--- config.mk ---
export PLATFORM = sky130hd
export DESIGN_NAME = lnbg_top
export DESIGN_NICKNAME = d
export VERILOG_FILES = /design/src/logic/lnbg_pkg.sv /design/src/logic/lnbg_top.sv /design/src/logic/lnbg_buf.sv /design/src/logic/lnbg_gamma.sv
export SDC_FILE = /design/constraint.sdc
export NUM_CORES = 1
export LEC_CHECK = 0
export BUFFER_PORTS_ARGS = -buffer_cell sky130_fd_sc_hd__buf_2
export CAP_MARGIN = 30
export CORE_ASPECT_RATIO = 0.7
export CORE_MARGIN = 2
export CORE_UTILIZATION = 62
export DETAILED_ROUTE_END_ITERATION = 8
export PLACE_DENSITY = 0.87
export SYNTH_ARGS = -nofsm -noshare
export SYNTH_HDL_FRONTEND = slang
export SYNTH_SLANG_ARGS = --single-unit
--- constraint.sdc ---
create_clock -name I_CLK -period 20.5 [get_ports I_CLK]
set_input_delay 4.1 -clock I_CLK [delete_from_list [all_inputs] [get_ports I_CLK]]
set_output_delay 4.1 -clock I_CLK [all_outputs]
set_load 0.02 [all_outputs]
--- src/logic/lnbg_pkg.sv ---
// Shared constants and types for the luma noise, gamma and brightness block
package lnbg_pkg;
    // Register addresses on the register port
    localparam logic [5:0] LNBG_NR2_ADDR = 6'h23;
    localparam logic [5:0] LNBG_NR1_ADDR = 6'h24;
    localparam logic [5:0] LNBG_NR0_ADDR = 6'h25;
    localparam logic [5:0] LNBG_GAMMA_ADDR = 6'h26;
    localparam logic [5:0] LNBG_BRIGHT_ADDR = 6'h34;
    localparam int LNBG_GAMMA_REGS = 14;
    localparam int LNBG_GAMMA_PTS = 7;
    // Field positions
    localparam int LNBG_SEL_LSB = 0;
    localparam int LNBG_MODE_BIT = 3;
    localparam int LNBG_OFS_LSB = 4;
    localparam int LNBG_THR_LSB = 0;
    localparam int LNBG_BORDER_BIT = 6;
    localparam int LNBG_BSIZE_BIT = 7;
    localparam int LNBG_GB_LSB = 0;
    localparam int LNBG_GD_LSB = 4;
    // Reset values
    localparam logic [7:0] LNBG_NR_RST = 8'h00;
    localparam logic [7:0] LNBG_BRIGHT_RST = 8'h00;
    localparam logic [7:0] LNBG_GSTEP_RST = 8'h20;
    // Fixed curve ends, gain ceiling and divider start bit
    localparam logic [7:0] LNBG_G_LO = 8'h10;
    localparam logic [7:0] LNBG_G_HI = 8'hf0;
    localparam logic [4:0] LNBG_GAIN_MAX = 5'h08;
    localparam logic [2:0] LNBG_DIV_STEPS = 3'h7;

    typedef struct packed {
        logic act;
        logic [7:0] y;
    } lnbg_pix_s;

    typedef enum logic [2:0] {
        LNBG_IDLE = 3'b001,
        LNBG_DIV = 3'b010,
        LNBG_LOAD = 3'b100
    } lnbg_div_e;
endpackage

--- src/logic/lnbg_top.sv ---
// Luma noise reduction, gamma correction and average brightness detection
// Overview of operation
// - Three-bit select picks the filter; only its passband is noise processed.
// - Mode bit 0 selects subtract mode, 1 selects sharpness mode.
// - Subtract mode: filtered part below threshold, scaled by gain, subtracted.
// - Sharpness mode: filtered part above threshold, scaled by gain, added.
// - Four-bit offset shifts block grid by up to 15 pixels.
// - Fourteen 8-bit gamma registers from address 26h hold curves A and B.
// - Gamma acts on luma only, one curve active at a time.
// - Curve outputs at 32..224 step 32 programmed, linear between points.
// - Curve points at 0, 16, 240 and 255 are fixed.
// - Read-only 8-bit average brightness register at 34h.
// - Brightness accumulates active video samples only.
// - Brightness register loads when the 8-step division started by a vertical sync falling edge ends.
// - Threshold is a six-bit absolute amplitude 0 to 63.
// - Gains 0..1 in eighths subtracting, 0..0.5 in sixteenths sharpening.
// - Block size bit 1 gives 16-pixel blocks, 0 gives 8-pixel blocks.
`timescale 1ns/1ns
`default_nettype none
module lnbg_top
    import lnbg_pkg::*;
#(
    parameter int CNTW = 20
) (
    input wire logic I_CLK,
    input wire logic I_RST_N,
    input wire logic I_PIX_VALID,
    output logic O_PIX_READY,
    input wire lnbg_pix_s I_PIX,
    output logic O_PIX_VALID,
    input wire logic I_PIX_READY,
    output lnbg_pix_s O_PIX,
    input wire logic I_VSYNC,
    input wire logic I_GAMMA_EN,
    input wire logic I_GAMMA_CURVE_B,
    input wire logic I_REG_WR,
    input wire logic I_REG_RD,
    input wire logic [5:0] I_REG_ADDR,
    input wire logic [7:0] I_REG_WDATA,
    output logic [7:0] O_REG_RDATA,
    output logic O_REG_RVALID
);
    localparam int SUMW = CNTW + 8;

    initial begin
        if (CNTW < 4 || CNTW > 24) $error("lnbg_top: CNTW out of range");
    end

    // Register file
    logic [7:0] nr0_ff, nr1_ff, nr2_ff, bright_ff;
    logic [7:0] gamma_ff [LNBG_GAMMA_REGS];
    wire wr_nr0 = I_REG_WR && (I_REG_ADDR == LNBG_NR0_ADDR);
    wire wr_nr1 = I_REG_WR && (I_REG_ADDR == LNBG_NR1_ADDR);
    wire wr_nr2 = I_REG_WR && (I_REG_ADDR == LNBG_NR2_ADDR);
    wire [5:0] gidx = I_REG_ADDR - LNBG_GAMMA_ADDR;
    wire gamma_hit = (I_REG_ADDR >= LNBG_GAMMA_ADDR) && (gidx < 6'(LNBG_GAMMA_REGS));
    wire [7:0] rd_mux = (I_REG_ADDR == LNBG_NR0_ADDR) ? nr0_ff :
                        (I_REG_ADDR == LNBG_NR1_ADDR) ? nr1_ff :
                        (I_REG_ADDR == LNBG_NR2_ADDR) ? nr2_ff :
                        (I_REG_ADDR == LNBG_BRIGHT_ADDR) ? bright_ff :
                        gamma_hit ? gamma_ff[gidx[3:0]] : 8'h00;

    always_ff @(posedge I_CLK) begin
        if (!I_RST_N) begin
            nr0_ff <= LNBG_NR_RST;
            nr1_ff <= LNBG_NR_RST;
            nr2_ff <= LNBG_NR_RST;
            O_REG_RDATA <= 8'h00;
            O_REG_RVALID <= 1'b0;
        end else begin
            if (wr_nr0) nr0_ff <= I_REG_WDATA;
            if (wr_nr1) nr1_ff <= I_REG_WDATA;
            if (wr_nr2) nr2_ff <= I_REG_WDATA;
            O_REG_RVALID <= I_REG_RD;
            if (I_REG_RD) O_REG_RDATA <= rd_mux;
        end
    end

    // Gamma point registers, reset to a straight line
    for (genvar g = 0; g < LNBG_GAMMA_REGS; g++) begin : g_gamma
        always_ff @(posedge I_CLK) begin
            if (!I_RST_N) begin
                gamma_ff[g] <= 8'((g % LNBG_GAMMA_PTS + 1) * LNBG_GSTEP_RST);
            end else if (I_REG_WR && gamma_hit && gidx == 6'(g)) begin
                gamma_ff[g] <= I_REG_WDATA;
            end
        end
    end

    // Control fields
    wire [2:0] sel = nr2_ff[LNBG_SEL_LSB +: 3];
    wire sharp_mode = nr2_ff[LNBG_MODE_BIT];
    wire [3:0] blk_ofs = nr2_ff[LNBG_OFS_LSB +: 4];
    wire [5:0] thr = nr1_ff[LNBG_THR_LSB +: 6];
    wire wide_border = nr1_ff[LNBG_BORDER_BIT];
    wire big_block = nr1_ff[LNBG_BSIZE_BIT];
    wire [3:0] gain_b = nr0_ff[LNBG_GB_LSB +: 4];
    wire [3:0] gain_d = nr0_ff[LNBG_GD_LSB +: 4];

    // Field boundary and curve select
    logic vs_ff, curve_ff;
    wire vs_fall = vs_ff && !I_VSYNC;
    always_ff @(posedge I_CLK) begin
        if (!I_RST_N) begin
            vs_ff <= 1'b0;
            curve_ff <= 1'b0;
        end else begin
            vs_ff <= I_VSYNC;
            if (vs_fall) curve_ff <= I_GAMMA_CURVE_B;
        end
    end

    // Noise reduction datapath
    logic [7:0] hist_ff [8];
    logic [3:0] col_ff;
    logic buf_ready;
    wire take = I_PIX_VALID && buf_ready;
    wire [7:0] y_in = I_PIX.y;
    wire [7:0] nb = hist_ff[sel];
    wire signed [9:0] hp = ($signed({2'b00, y_in}) - $signed({2'b00, nb})) >>> 1;
    wire [9:0] hp_abs = hp[9] ? 10'(-hp) : hp;
    wire [3:0] blk_mask = big_block ? 4'hf : 4'h7;
    wire [3:0] pos = (col_ff + blk_ofs) & blk_mask;
    wire [3:0] half = wide_border ? 4'h2 : 4'h1;
    wire is_border = (pos < half) || (pos > (blk_mask - half));
    wire [3:0] gain_raw = is_border ? gain_b : gain_d;
    wire [4:0] gain = ({1'b0, gain_raw} > LNBG_GAIN_MAX) ? LNBG_GAIN_MAX : {1'b0, gain_raw};
    wire signed [15:0] corr = 16'(hp * $signed({1'b0, gain}));
    wire below = hp_abs < {4'h0, thr};
    wire above = hp_abs > {4'h0, thr};
    wire do_sub = !sharp_mode && below;
    wire do_add = sharp_mode && above;
    wire signed [15:0] y_ext = $signed({8'h00, y_in});
    wire signed [15:0] y_sub = y_ext - (corr >>> 3);
    wire signed [15:0] y_add = y_ext + (corr >>> 4);
    wire signed [15:0] y_nr = do_sub ? y_sub : (do_add ? y_add : y_ext);
    wire [7:0] y_clip = y_nr[15] ? 8'h00 : ((y_nr > 16'sd255) ? 8'hff : y_nr[7:0]);
    wire [7:0] dnr_y = I_PIX.act ? y_clip : y_in;

    always_ff @(posedge I_CLK) begin
        if (!I_RST_N) begin
            col_ff <= 4'h0;
            for (int i = 0; i < 8; i++) hist_ff[i] <= 8'h00;
        end else if (take) begin
            col_ff <= I_PIX.act ? col_ff + 4'h1 : 4'h0;
            hist_ff[0] <= y_in;
            for (int i = 1; i < 8; i++) hist_ff[i] <= hist_ff[i-1];
        end
    end

    // Gamma correction on the active curve
    logic [LNBG_GAMMA_PTS-1:0][7:0] pts;
    for (genvar p = 0; p < LNBG_GAMMA_PTS; p++) begin : g_pts
        assign pts[p] = curve_ff ? gamma_ff[p + LNBG_GAMMA_PTS] : gamma_ff[p];
    end
    logic [7:0] gam_y;
    lnbg_gamma u_gamma (
        .i_x(dnr_y),
        .i_pts(pts),
        .o_y(gam_y)
    );
    wire use_gamma = I_GAMMA_EN && I_PIX.act;
    lnbg_pix_s out_pix;
    assign out_pix = {I_PIX.act, (use_gamma ? gam_y : dnr_y)};

    lnbg_buf #(.W($bits(lnbg_pix_s))) u_buf (
        .i_clk(I_CLK),
        .i_rst_n(I_RST_N),
        .i_valid(I_PIX_VALID),
        .o_ready(buf_ready),
        .i_data(out_pix),
        .o_valid(O_PIX_VALID),
        .i_ready(I_PIX_READY),
        .o_data(O_PIX)
    );
    assign O_PIX_READY = buf_ready;

    // Average brightness: accumulate, then divide serially
    logic [SUMW-1:0] sum_ff, rem_ff;
    logic [CNTW-1:0] cnt_ff, den_ff;
    logic [7:0] q_ff;
    logic [2:0] bit_ff;
    lnbg_div_e st_ff, nxt_st;
    wire act_take = take && I_PIX.act;
    wire [SUMW-1:0] den_sh = SUMW'({8'h00, den_ff} << bit_ff);
    wire fits = rem_ff >= den_sh;
    wire [7:0] q_bit = 8'(8'h01 << bit_ff);
    wire [7:0] q_fin = (den_ff == '0) ? 8'h00 : q_ff;

    always_comb begin
        nxt_st = st_ff;
        case (st_ff)
            LNBG_IDLE: nxt_st = vs_fall ? LNBG_DIV : LNBG_IDLE;
            LNBG_DIV: nxt_st = vs_fall ? LNBG_DIV : ((bit_ff == 3'h0) ? LNBG_LOAD : LNBG_DIV);
            LNBG_LOAD: nxt_st = vs_fall ? LNBG_DIV : LNBG_IDLE;
            default: nxt_st = LNBG_IDLE;
        endcase
    end

    always_ff @(posedge I_CLK) begin
        if (!I_RST_N) begin
            st_ff <= LNBG_IDLE;
            sum_ff <= '0;
            cnt_ff <= '0;
            rem_ff <= '0;
            den_ff <= '0;
            q_ff <= 8'h00;
            bit_ff <= 3'h0;
            bright_ff <= LNBG_BRIGHT_RST;
        end else begin
            st_ff <= nxt_st;
            if (vs_fall) begin
                rem_ff <= sum_ff;
                den_ff <= cnt_ff;
                q_ff <= 8'h00;
                bit_ff <= LNBG_DIV_STEPS;
                sum_ff <= act_take ? SUMW'(y_in) : '0;
                cnt_ff <= act_take ? CNTW'(1) : '0;
            end else begin
                if (act_take) begin
                    sum_ff <= sum_ff + SUMW'(y_in);
                    cnt_ff <= cnt_ff + CNTW'(1);
                end
                if (st_ff == LNBG_DIV) begin
                    if (fits) rem_ff <= rem_ff - den_sh;
                    if (fits) q_ff <= q_ff | q_bit;
                    bit_ff <= bit_ff - 3'h1;
                end
                if (st_ff == LNBG_LOAD) bright_ff <= q_fin;
            end
        end
    end

    sub_pass_a: assert property (@(posedge I_CLK) disable iff (!I_RST_N)
        I_PIX.act && !sharp_mode && !below |-> dnr_y == y_in)
        else $error("subtract mode altered a sample above threshold");
    sharp_pass_a: assert property (@(posedge I_CLK) disable iff (!I_RST_N)
        I_PIX.act && sharp_mode && !above |-> dnr_y == y_in)
        else $error("sharpness mode altered a sample below threshold");
    zero_gain_a: assert property (@(posedge I_CLK) disable iff (!I_RST_N)
        gain == 5'h00 |-> dnr_y == y_in)
        else $error("zero gain changed the sample");
    gamma_fixed_a: assert property (@(posedge I_CLK) disable iff (!I_RST_N)
        (dnr_y == LNBG_G_LO || dnr_y == LNBG_G_HI || dnr_y == 8'h00 || dnr_y == 8'hff) |-> gam_y == dnr_y)
        else $error("fixed gamma point moved");
    gamma_knot_a: assert property (@(posedge I_CLK) disable iff (!I_RST_N)
        dnr_y == 8'h40 |-> gam_y == pts[1])
        else $error("gamma knot not taken from register");
    blank_sum_a: assert property (@(posedge I_CLK) disable iff (!I_RST_N)
        !vs_fall && !act_take |=> $stable(sum_ff))
        else $error("blanking sample added to brightness");
    curve_edge_a: assert property (@(posedge I_CLK) disable iff (!I_RST_N)
        $changed(curve_ff) |-> $past(vs_fall))
        else $error("gamma curve switched inside a field");
    bright_load_a: assert property (@(posedge I_CLK) disable iff (!I_RST_N)
        vs_fall ##1 !vs_fall [*8] |-> ##1 st_ff == LNBG_LOAD)
        else $error("brightness not loaded after vsync fall");

    // Register port and brightness register
    rd_pulse_a: assert property (@(posedge I_CLK) disable iff (!I_RST_N)
        O_REG_RVALID == $past(I_REG_RD))
        else $error("read valid not one cycle after strobe");
    rd_bright_a: assert property (@(posedge I_CLK) disable iff (!I_RST_N)
        I_REG_RD && I_REG_ADDR == LNBG_BRIGHT_ADDR |=> O_REG_RDATA == $past(bright_ff))
        else $error("brightness read returned wrong value");
    wr_thr_a: assert property (@(posedge I_CLK) disable iff (!I_RST_N)
        wr_nr1 |=> nr1_ff == $past(I_REG_WDATA))
        else $error("threshold write did not land");
    bright_hold_a: assert property (@(posedge I_CLK) disable iff (!I_RST_N)
        st_ff != LNBG_LOAD |=> $stable(bright_ff))
        else $error("brightness changed outside a load");
    div_order_a: assert property (@(posedge I_CLK) disable iff (!I_RST_N)
        st_ff == LNBG_LOAD |-> $past(st_ff) == LNBG_DIV)
        else $error("brightness loaded without a division");
    state_hot_a: assert property (@(posedge I_CLK) disable iff (!I_RST_N)
        $onehot(st_ff))
        else $error("divider state not one-hot");

    // Noise and gamma path
    blank_bypass_a: assert property (@(posedge I_CLK) disable iff (!I_RST_N)
        !I_PIX.act |-> out_pix.y == I_PIX.y)
        else $error("blanking sample was processed");
    gamma_off_a: assert property (@(posedge I_CLK) disable iff (!I_RST_N)
        !I_GAMMA_EN |-> out_pix.y == dnr_y)
        else $error("gamma applied while disabled");
    gain_cap_a: assert property (@(posedge I_CLK) disable iff (!I_RST_N)
        gain <= LNBG_GAIN_MAX)
        else $error("coring gain above ceiling");
    small_grid_a: assert property (@(posedge I_CLK) disable iff (!I_RST_N)
        !big_block |-> pos <= 4'h7)
        else $error("small block grid position out of range");

    // Scenario covers
    sharp_c: cover property (@(posedge I_CLK) disable iff (!I_RST_N) take && do_add);
    sub_c: cover property (@(posedge I_CLK) disable iff (!I_RST_N) take && do_sub);
    load_c: cover property (@(posedge I_CLK) disable iff (!I_RST_N) st_ff == LNBG_LOAD && den_ff != '0);
    gamma_c: cover property (@(posedge I_CLK) disable iff (!I_RST_N) take && use_gamma && curve_ff);
endmodule
`default_nettype wire

--- src/logic/lnbg_buf.sv ---
// Two-entry buffer with registered valid, ready and data
`timescale 1ns/1ns
`default_nettype none
module lnbg_buf #(
    parameter int W = 9
) (
    input wire logic i_clk,
    input wire logic i_rst_n,
    input wire logic i_valid,
    output logic o_ready,
    input wire logic [W-1:0] i_data,
    output logic o_valid,
    input wire logic i_ready,
    output logic [W-1:0] o_data
);
    logic [W-1:0] skid_ff;
    logic skid_v_ff;
    wire push = i_valid & o_ready;
    wire pop = o_valid & i_ready;
    wire nxt_skid_v = skid_v_ff ? ~pop : (push & o_valid & ~pop);

    initial begin
        if (W < 1) $error("lnbg_buf: W must be positive");
    end

    always_ff @(posedge i_clk) begin
        if (!i_rst_n) begin
            skid_v_ff <= 1'b0;
            o_valid <= 1'b0;
            o_ready <= 1'b0;
            o_data <= '0;
            skid_ff <= '0;
        end else begin
            skid_v_ff <= nxt_skid_v;
            o_ready <= ~nxt_skid_v;
            if (skid_v_ff && pop) begin
                o_data <= skid_ff;
            end else if (!skid_v_ff && push && o_valid && !pop) begin
                skid_ff <= i_data;
            end else if (!skid_v_ff && push) begin
                o_data <= i_data;
                o_valid <= 1'b1;
            end else if (!skid_v_ff && pop) begin
                o_valid <= 1'b0;
            end
        end
    end

    hold_stall_a: assert property (@(posedge i_clk) disable iff (!i_rst_n)
        o_valid && !i_ready |=> o_valid && $stable(o_data))
        else $error("buffer output changed while stalled");
    full_stop_a: assert property (@(posedge i_clk) disable iff (!i_rst_n)
        skid_v_ff |-> !o_ready && o_valid)
        else $error("buffer accepts while full");
    buf_fill_c: cover property (@(posedge i_clk) disable iff (!i_rst_n) skid_v_ff ##1 pop);
endmodule
`default_nettype wire

--- src/logic/lnbg_gamma.sv ---
// Seven-point piecewise linear gamma curve
`timescale 1ns/1ns
`default_nettype none
module lnbg_gamma
    import lnbg_pkg::*;
(
    input wire logic [7:0] i_x,
    input wire logic [LNBG_GAMMA_PTS-1:0][7:0] i_pts,
    output logic [7:0] o_y
);
    wire fixed = (i_x < LNBG_G_LO) || (i_x >= LNBG_G_HI);
    wire low_seg = (i_x[7:5] == 3'h0);
    wire high_seg = (i_x[7:4] == 4'he);
    wire [2:0] k = i_x[7:5] - 3'h1;
    wire [7:0] a = low_seg ? LNBG_G_LO : i_pts[k];
    wire [7:0] b = high_seg ? LNBG_G_HI : (low_seg ? i_pts[0] : i_pts[3'(k + 3'h1)]);
    wire [4:0] f = (low_seg || high_seg) ? {1'b0, i_x[3:0]} : i_x[4:0];
    wire signed [9:0] diff = $signed({2'b00, b}) - $signed({2'b00, a});
    wire signed [15:0] prod = 16'(diff * $signed({1'b0, f}));
    wire signed [15:0] step = (low_seg || high_seg) ? (prod >>> 4) : (prod >>> 5);
    wire signed [15:0] sum = $signed({8'h00, a}) + step;
    assign o_y = fixed ? i_x : sum[7:0];
endmodule
`default_nettype wire

* Word level (Yosys, flattened, before mapping)
Memory sizes are Yosys's and may differ from the RTL's. A register that Yosys moved wholly into a read port is not among the register bits.
Cells that the tools add are included.
Widths: inputs -> output; s select.
** Storage, ports and cells
- Bits in registers :: 178
- RAM bits :: 176
- Output and inout bits :: 20
- Logic and storage cells :: 292
- Memories kept :: 2
** Memory list
- gamma_ff :: depth 14, width 8, read ports 15, clocked after Yosys merged registers in 0, write ports 14, RTL line lnbg_top.sv:51 : logic [7:0] gamma_ff [LNBG_GAMMA_REGS];
- hist_ff :: depth 8, width 8, read ports 8, clocked after Yosys merged registers in 1, write ports 8, RTL line lnbg_top.sv:114 : logic [7:0] hist_ff [8];
** Operators by class
- $add $sub $neg :: 16
- Multipliers :: 2
- Order comparisons :: 13
- Equal/unequal tests :: 22
- Shifts and indexed selects :: 2
- Muxes and demuxes :: 126
- Bitwise gates (word level) :: 34
- Reductions and logical operators :: 54
** Operators with widths (count)
- $mux 8 :: 47
- $mux 28 :: 5
- $mux 1 :: 50
- $bmux 8 s3 :: 2
- $mux 20 :: 2
- $eq 6x4->1 const B :: 6
- $mux 16 :: 2
- $logic_and 1x1->1 :: 30
- $add 28x8->28 :: 1
- $ge 28x28->1 :: 1
- $shl 20x3->28 :: 1
- $sub 28x28->28 :: 1
- $mux 9 :: 3
- $eq 6x3->1 const B :: 4
- $eq 6x6->1 const B :: 4
- $or 1x1->1 :: 22
- $add 20x1->20 const B :: 1
- $logic_not 20->1 :: 1
- $mux 3 :: 6
- $sub 8x8->9 :: 2
- $gt 16x9->1 const B :: 1
- $mux 4 :: 4
- $mul 8x5->13 :: 1
- $mul 9x6->13 :: 1
- other kinds (44) :: 71

* Longest topological paths before layout
- Depth in word-level cells :: 30
- Mapped depth :: 76
- Depth with buffers taken out :: 73

* Hierarchy
Synthesis repeated with hierarchy kept, for this count alone.
** Second synthesis, totals
- Cell total of the unflattened synthesis :: 2643
- Area, all modules :: 25313.0 sq um
** Modules (own cells, without submodules)
- lnbg_top :: times used 1, cells each 2091, area an instance 21055.2 sq um, seq. area each 8488.1 sq um
- lnbg_gamma :: times used 1, cells each 451, area an instance 3294.4 sq um, seq. area each 0.0 sq um
- lnbg_buf :: times used 1, cells each 101, area an instance 963.4 sq um, seq. area each 420.4 sq um

* Least setup slack after synthesis
OpenSTA, ideal clock, no wires.
- Kind :: input port to flip-flop
- Start point :: input I_PIX[0] (netlist bit)
- End point :: register u_buf.o_data[7]
- Setup time :: 115 ps
- Data arrival time :: 17898 ps
- Required time :: 20385 ps
- Setup slack :: 2486 ps
- Stages :: 66
- Buffers on the path :: 4
- Path through :: a21oi_1 nand3_1 fa_1 a21o_1 a21oi_1 o21ba_2 o21ba_2 o21ai_0 clkbuf_1 or2_2 inv_1 ha_1 fa_1 fa_1 ha_1 and4_1 a221oi_1 nor2b_1 [30 not listed] inv_1 ha_1 a21oi_1 a21oi_1 a21oi_1 xnor2_1 nand2_1 o21ai_0 ha_1 inv_1 o21bai_1 a21oi_1 o21bai_1 a21oi_1 xor2_1 xnor2_1 o21ai_1 a31o_1
** Between the ends
- Longest elaborated chain between the ends :: 26
- Elaborated cells on any way between the ends :: 41
** RTL lines
- start, declared :: RTL line lnbg_top.sv:29 : input wire lnbg_pix_s I_PIX,
- parallel branches: the longest is 10 deep, another holds $gt 16x9->1
- $mux 8 * :: RTL line lnbg_top.sv:138 : wire [7:0] dnr_y = I_PIX.act ? y_clip : y_in;
- $sub 3x1->3 :: RTL line lnbg_gamma.sv:14 : wire [2:0] k = i_x[7:5] - 3'h1;
- $add 3x1->3 :: RTL line lnbg_gamma.sv:16 : wire [7:0] b = high_seg ? LNBG_G_HI : (low_seg ? i_pts[0] : i_pts[3'(k + 3'h1)]);
- $bmux 8 s3 :: RTL line lnbg_gamma.sv:16
- $mux 8 (not written as such) :: RTL line lnbg_gamma.sv:16
- $mux 8 (2 in series) :: RTL line lnbg_gamma.sv:16
- $sub 8x8->9 :: RTL line lnbg_gamma.sv:18 : wire signed [9:0] diff = $signed({2'b00, b}) - $signed({2'b00, a});
- $mul 9x6->13 :: RTL line lnbg_gamma.sv:19 : wire signed [15:0] prod = 16'(diff * $signed({1'b0, f}));
- $mux 8 :: RTL line lnbg_gamma.sv:20 : wire signed [15:0] step = (low_seg || high_seg) ? (prod >>> 4) : (prod >>> 5);
- $add 8x8->8 :: RTL line lnbg_gamma.sv:21 : wire signed [15:0] sum = $signed({8'h00, a}) + step;
- $mux 8 :: RTL line lnbg_gamma.sv:22 : assign o_y = fixed ? i_x : sum[7:0];
- $mux 8 * :: RTL line lnbg_top.sv:164 : assign out_pix = {I_PIX.act, (use_gamma ? gam_y : dnr_y)};
- $mux 9 * :: RTL line lnbg_buf.sv:40 : end else if (!skid_v_ff && push) begin
- $mux 9 * :: RTL line lnbg_buf.sv:38 : end else if (!skid_v_ff && push && o_valid && !pop) begin
- $mux 9 * :: RTL line lnbg_buf.sv:36 : if (skid_v_ff && pop) begin
- end signal, assigned :: RTL line lnbg_buf.sv:37 : o_data <= skid_ff;
- end signal, assigned :: RTL line lnbg_buf.sv:41 : o_data <= i_data;
- end, declared :: RTL line lnbg_buf.sv:14 : output logic [W-1:0] o_data
Every way passes the cells marked *. The select of a mux whose other input is x is not followed.
A chain may end at the register's enable or synchronous reset.

* Final worst setup path
Same ends and word-level chain as after synthesis.

==> results summary <==
The fraction of final layout cells sized beyond drive strength 1 came out at 11.9%. The post-synthesis sequential area ratio came out at 35.0%. For the finished layout, the period the worst path requires is 18.77 ns. The leading cell type by number of instances after synthesis is nand2_1. The flow ran to the end, and the final reports show no timing, DRC or antenna violations. The number of global-route vias before repair is 19700. The actual transition at the worst max-transition pin is 0.979 ns. The HPWL after detailed placement came out at 50.2 mm.

The wire length of the first global-routing pass came out at 108 mm. The longest individual stage delay on the worst path is 0.55 ns. On the critical path the largest part of the delay comes from adder cells. Counting instances in the post-synthesis netlist gives the leading cell types as nand2_1 (251), nor2_1 (202), dfxtp_1 (181). Counting flops with a built-in enable in the synthesized netlist gives 176. The number of sinks driven by the clock tree came out at 357. Setup repair after global routing left no endpoint under its margin. The setup violation total in the final timing report came out at 0. The number of different library cells in the post-synthesis netlist came out at 88. For the worst setup path, the data arrival time is 19.22 ns.

The maximum number of pins on one net before global-route repair is 105. The global-route congestion overflow total is 0. The clock arrives with 0.0352 ns of skew. Ranked by total cell area, the synthesized netlist is headed by edfxtp_1 (21%), dfxtp_1 (14%), mux4_2 (8.3%), ha_1 (6.8%), and2_1 (4.2%). The endpoint type of the worst setup path is a register.

The global-route usage over all layers is 31.9%. The synthesized design devotes to its leading area cell type 20.8% of total area. The detailed router finished its first iteration with 2685 violations. The number of buffers inserted during clock tree synthesis is 36. The final routed wirelength across all metal layers came out at 68.0 mm. The post-cts sizing count is 0. The number of nets produced by synthesis is 2822. The maximum fanout along the worst path is 46. The min-delay analysis places its worst path in the category register to register. For this configuration, the core starts out at a cell density of 62.5%. In this run the mean area of a mapped cell was 9.78 µm².

The gate count of the mapped netlist is 2601. The total number of yosys warnings came out at 0. Dividing the detail-routed via count by the number of cells gives 6.52.

The I/O pin total came out at 52. The number of hold buffers added after CTS was 0. The buffers plus inverters on the worst setup path came out at 11.

Port buffering added 51 buffers. The part of the cycle the worst path needs is 91.5%. The area of the mapped netlist is 0.0254 mm².

The number of iterations in the first detailed-routing pass came out at 6. The post-route antenna net violation count is 0. The flip-flop and latch count after synthesis is 357. The H-tree depth came out at 2. The number of fill cells is 3042. After floorplanning, the core was sized to cover 0.0407 mm². The setup path with the least slack is of type primary input to register.

The number of hold violations in the final report came out at 0. The count of unresolved DRC violations after routing came out at 0. The clock reaches the later pin of the worst-skew pair after 0.57 ns. For this run, the leading register cell type out of synthesis is dfxtp_1. The wire length per cell after detailed routing came out at 21.5 µm.

The largest buffer count on any clock path is 3. The count of final max-slew check failures came out at 0. The clock slew seen by the registers of the worst setup and hold paths came out at 0.06 ns. The setup total negative slack is 0 ns. The die boundary width came out at 246 µm. The net count of the finished layout is 2818. The worst endpoint required time came out at 20.95 ns. The number of violations of the max-capacitance limit is 0. For this run, asynchronously set or reset flops after synthesis account for 0%. The largest individual stage delay along the critical path comes from the cell fa_1. The initial antenna violation count is 1. The total vias in the final route came out at 20700. The relative max-transition margin came out at 33.1%. The final estimated routing congestion in global placement is 0.972. The die is 173 µm tall. The synthesized design spends more area on one cell type than any other, namely edfxtp_1. Registers take 0.00891 mm². TritonCTS built the clock tree. The area growth from synthesis to final layout came out at 7.64%. STA classifies the critical path startpoint as a primary input. The die footprint is 0.0427 mm². The multi-input combinational cell area is 0.0155 mm². The cell at the root of the clock tree is clkbuf_16. In this run the core area contains 62 standard-cell rows. Buffers added to address setup during post-CTS repair amount to 0. The maximum frequency from static timing analysis is 53.3 MHz.
[placed cells by master (no fill, tap or decap), types with 8 or more instances in the layout]
cell	count
nand2b_1	32
mux4_2	94
a41oi_1	9
edfxtp_1	176
xor2_1	49
o21bai_1	10
nor2_1	202
or3_1	43
clkbuf_16	36
nand3_1	57
a211oi_1	22
o211a_1	30
and3_1	14
nor3_1	32
nor2b_1	55
dfxtp_1	180
o21ai_0	95
a22oi_1	24
xnor2_1	66
nand2_1	250
mux2_2	26
a21oi_1	89
mux2i_1	106
buf_4	41
ha_1	139
nand4_1	22
buf_2	52
o21a_1	10
inv_1	133
and2_1	171
nor4_1	9
a21o_1	43
o211ai_1	16
fa_1	50
a222oi_1	8
a21boi_0	65
or2_2	12
a31oi_1	16
[state kept, by name, indices dropped and copies added (netlist names), 3 cells and up, named ones only]
signal         count
u_buf.skid_ff      9
q_ff               8
col_ff             4
den_ff            20
nr1_ff             8
rem_ff            28
hist_ff           64
u_buf.o_data       9
bit_ff             3
gamma_ff         112
st_ff              3
bright_ff          8
sum_ff            28
O_REG_RDATA        8
cnt_ff            20
nr0_ff             8
nr2_ff             8
[metal layers]
metal,GRT usage (%),part of all wire (%),vias to the layer above
li1,-,-,9356
met1,48.0,42,10000
met2,46.7,43,1158
met3,7.38,13,142
met4,6.94,2.2,0
met5,0,0,-
[worst register-to-register path, delay by kind of cell (launching register included)]
| family | cells | cell delay [ns] |
|---|---|---|
| simple gates | 14 | 2.79 |
| buf+inv | 10 | 1.49 |
| flops | 1 | 0.41 |
| compound gates | 23 | 5.18 |
| fa+ha+maj | 16 | 5.73 |
| xor+xnor | 4 | 0.68 |
| mux | 1 | 0.79 |
[cells by family (layout without fill, tap and decap cells)]
family                   after synthesis  count (layout)  share of synthesized area (%)
AO/OA/AOI/OAI                        507             507                           14.0
XOR/XNOR                             116             116                           4.05
adder cells (fa/ha/maj)              189             189                           10.8
buffers and inverters                272             295                           4.13
flip-flops                           357             357                           35.0
multiplexers                         229             229                           13.8
other                                  0               1                              0
AND/OR/NAND/NOR                      931             931                           18.3
[path summary, 6_finish.rpt]
check                           startpoint  slack (ns)         endpoint  cells after the start
worst max-delay path              I_PIX[0]        1.73  u_buf.o_data[7]                     66
worst min-delay path               q_ff[2]        0.49          q_ff[2]                      2
worst max register to register   col_ff[0]        3.32  u_buf.o_data[7]                     68
worst min register to register     q_ff[2]        0.49          q_ff[2]                      2
[layout make-up]
type / count / area share, %
multi-input cells: 1972 / 56.7
repair buffers: 95 / 2.22
clock inverters: 17 / 0.548
flip-flops and latches: 357 / 32.6
clock buffers: 48 / 3.64
inverters: 135 / 1.85
diodes: 1 / 0.00914
well taps: 544 / 2.49
[stage by stage]
stage / worst slack (ns) / hold slack (ns) / instance area (µm²) / std cells / utilization [%]
after floorplan: 2.49 / 0.438 / 25400 / 2601 / -
after global placement: 1.90 / 0.458 / 26200 / 3098 / 64.3
after detailed placement: 1.43 / 0.471 / 26200 / 3102 / 64.3
after CTS: 1.98 / 0.490 / 27400 / 3167 / 67.2
after global routing: 0.890 / 0.503 / 27400 / 3169 / 67.2
final: 1.73 / 0.487 / 27400 / 3169 / 67.2
Power is not shown: default switching activity piles up to over one toggle a cycle in this logic, so the estimate is an artifact.
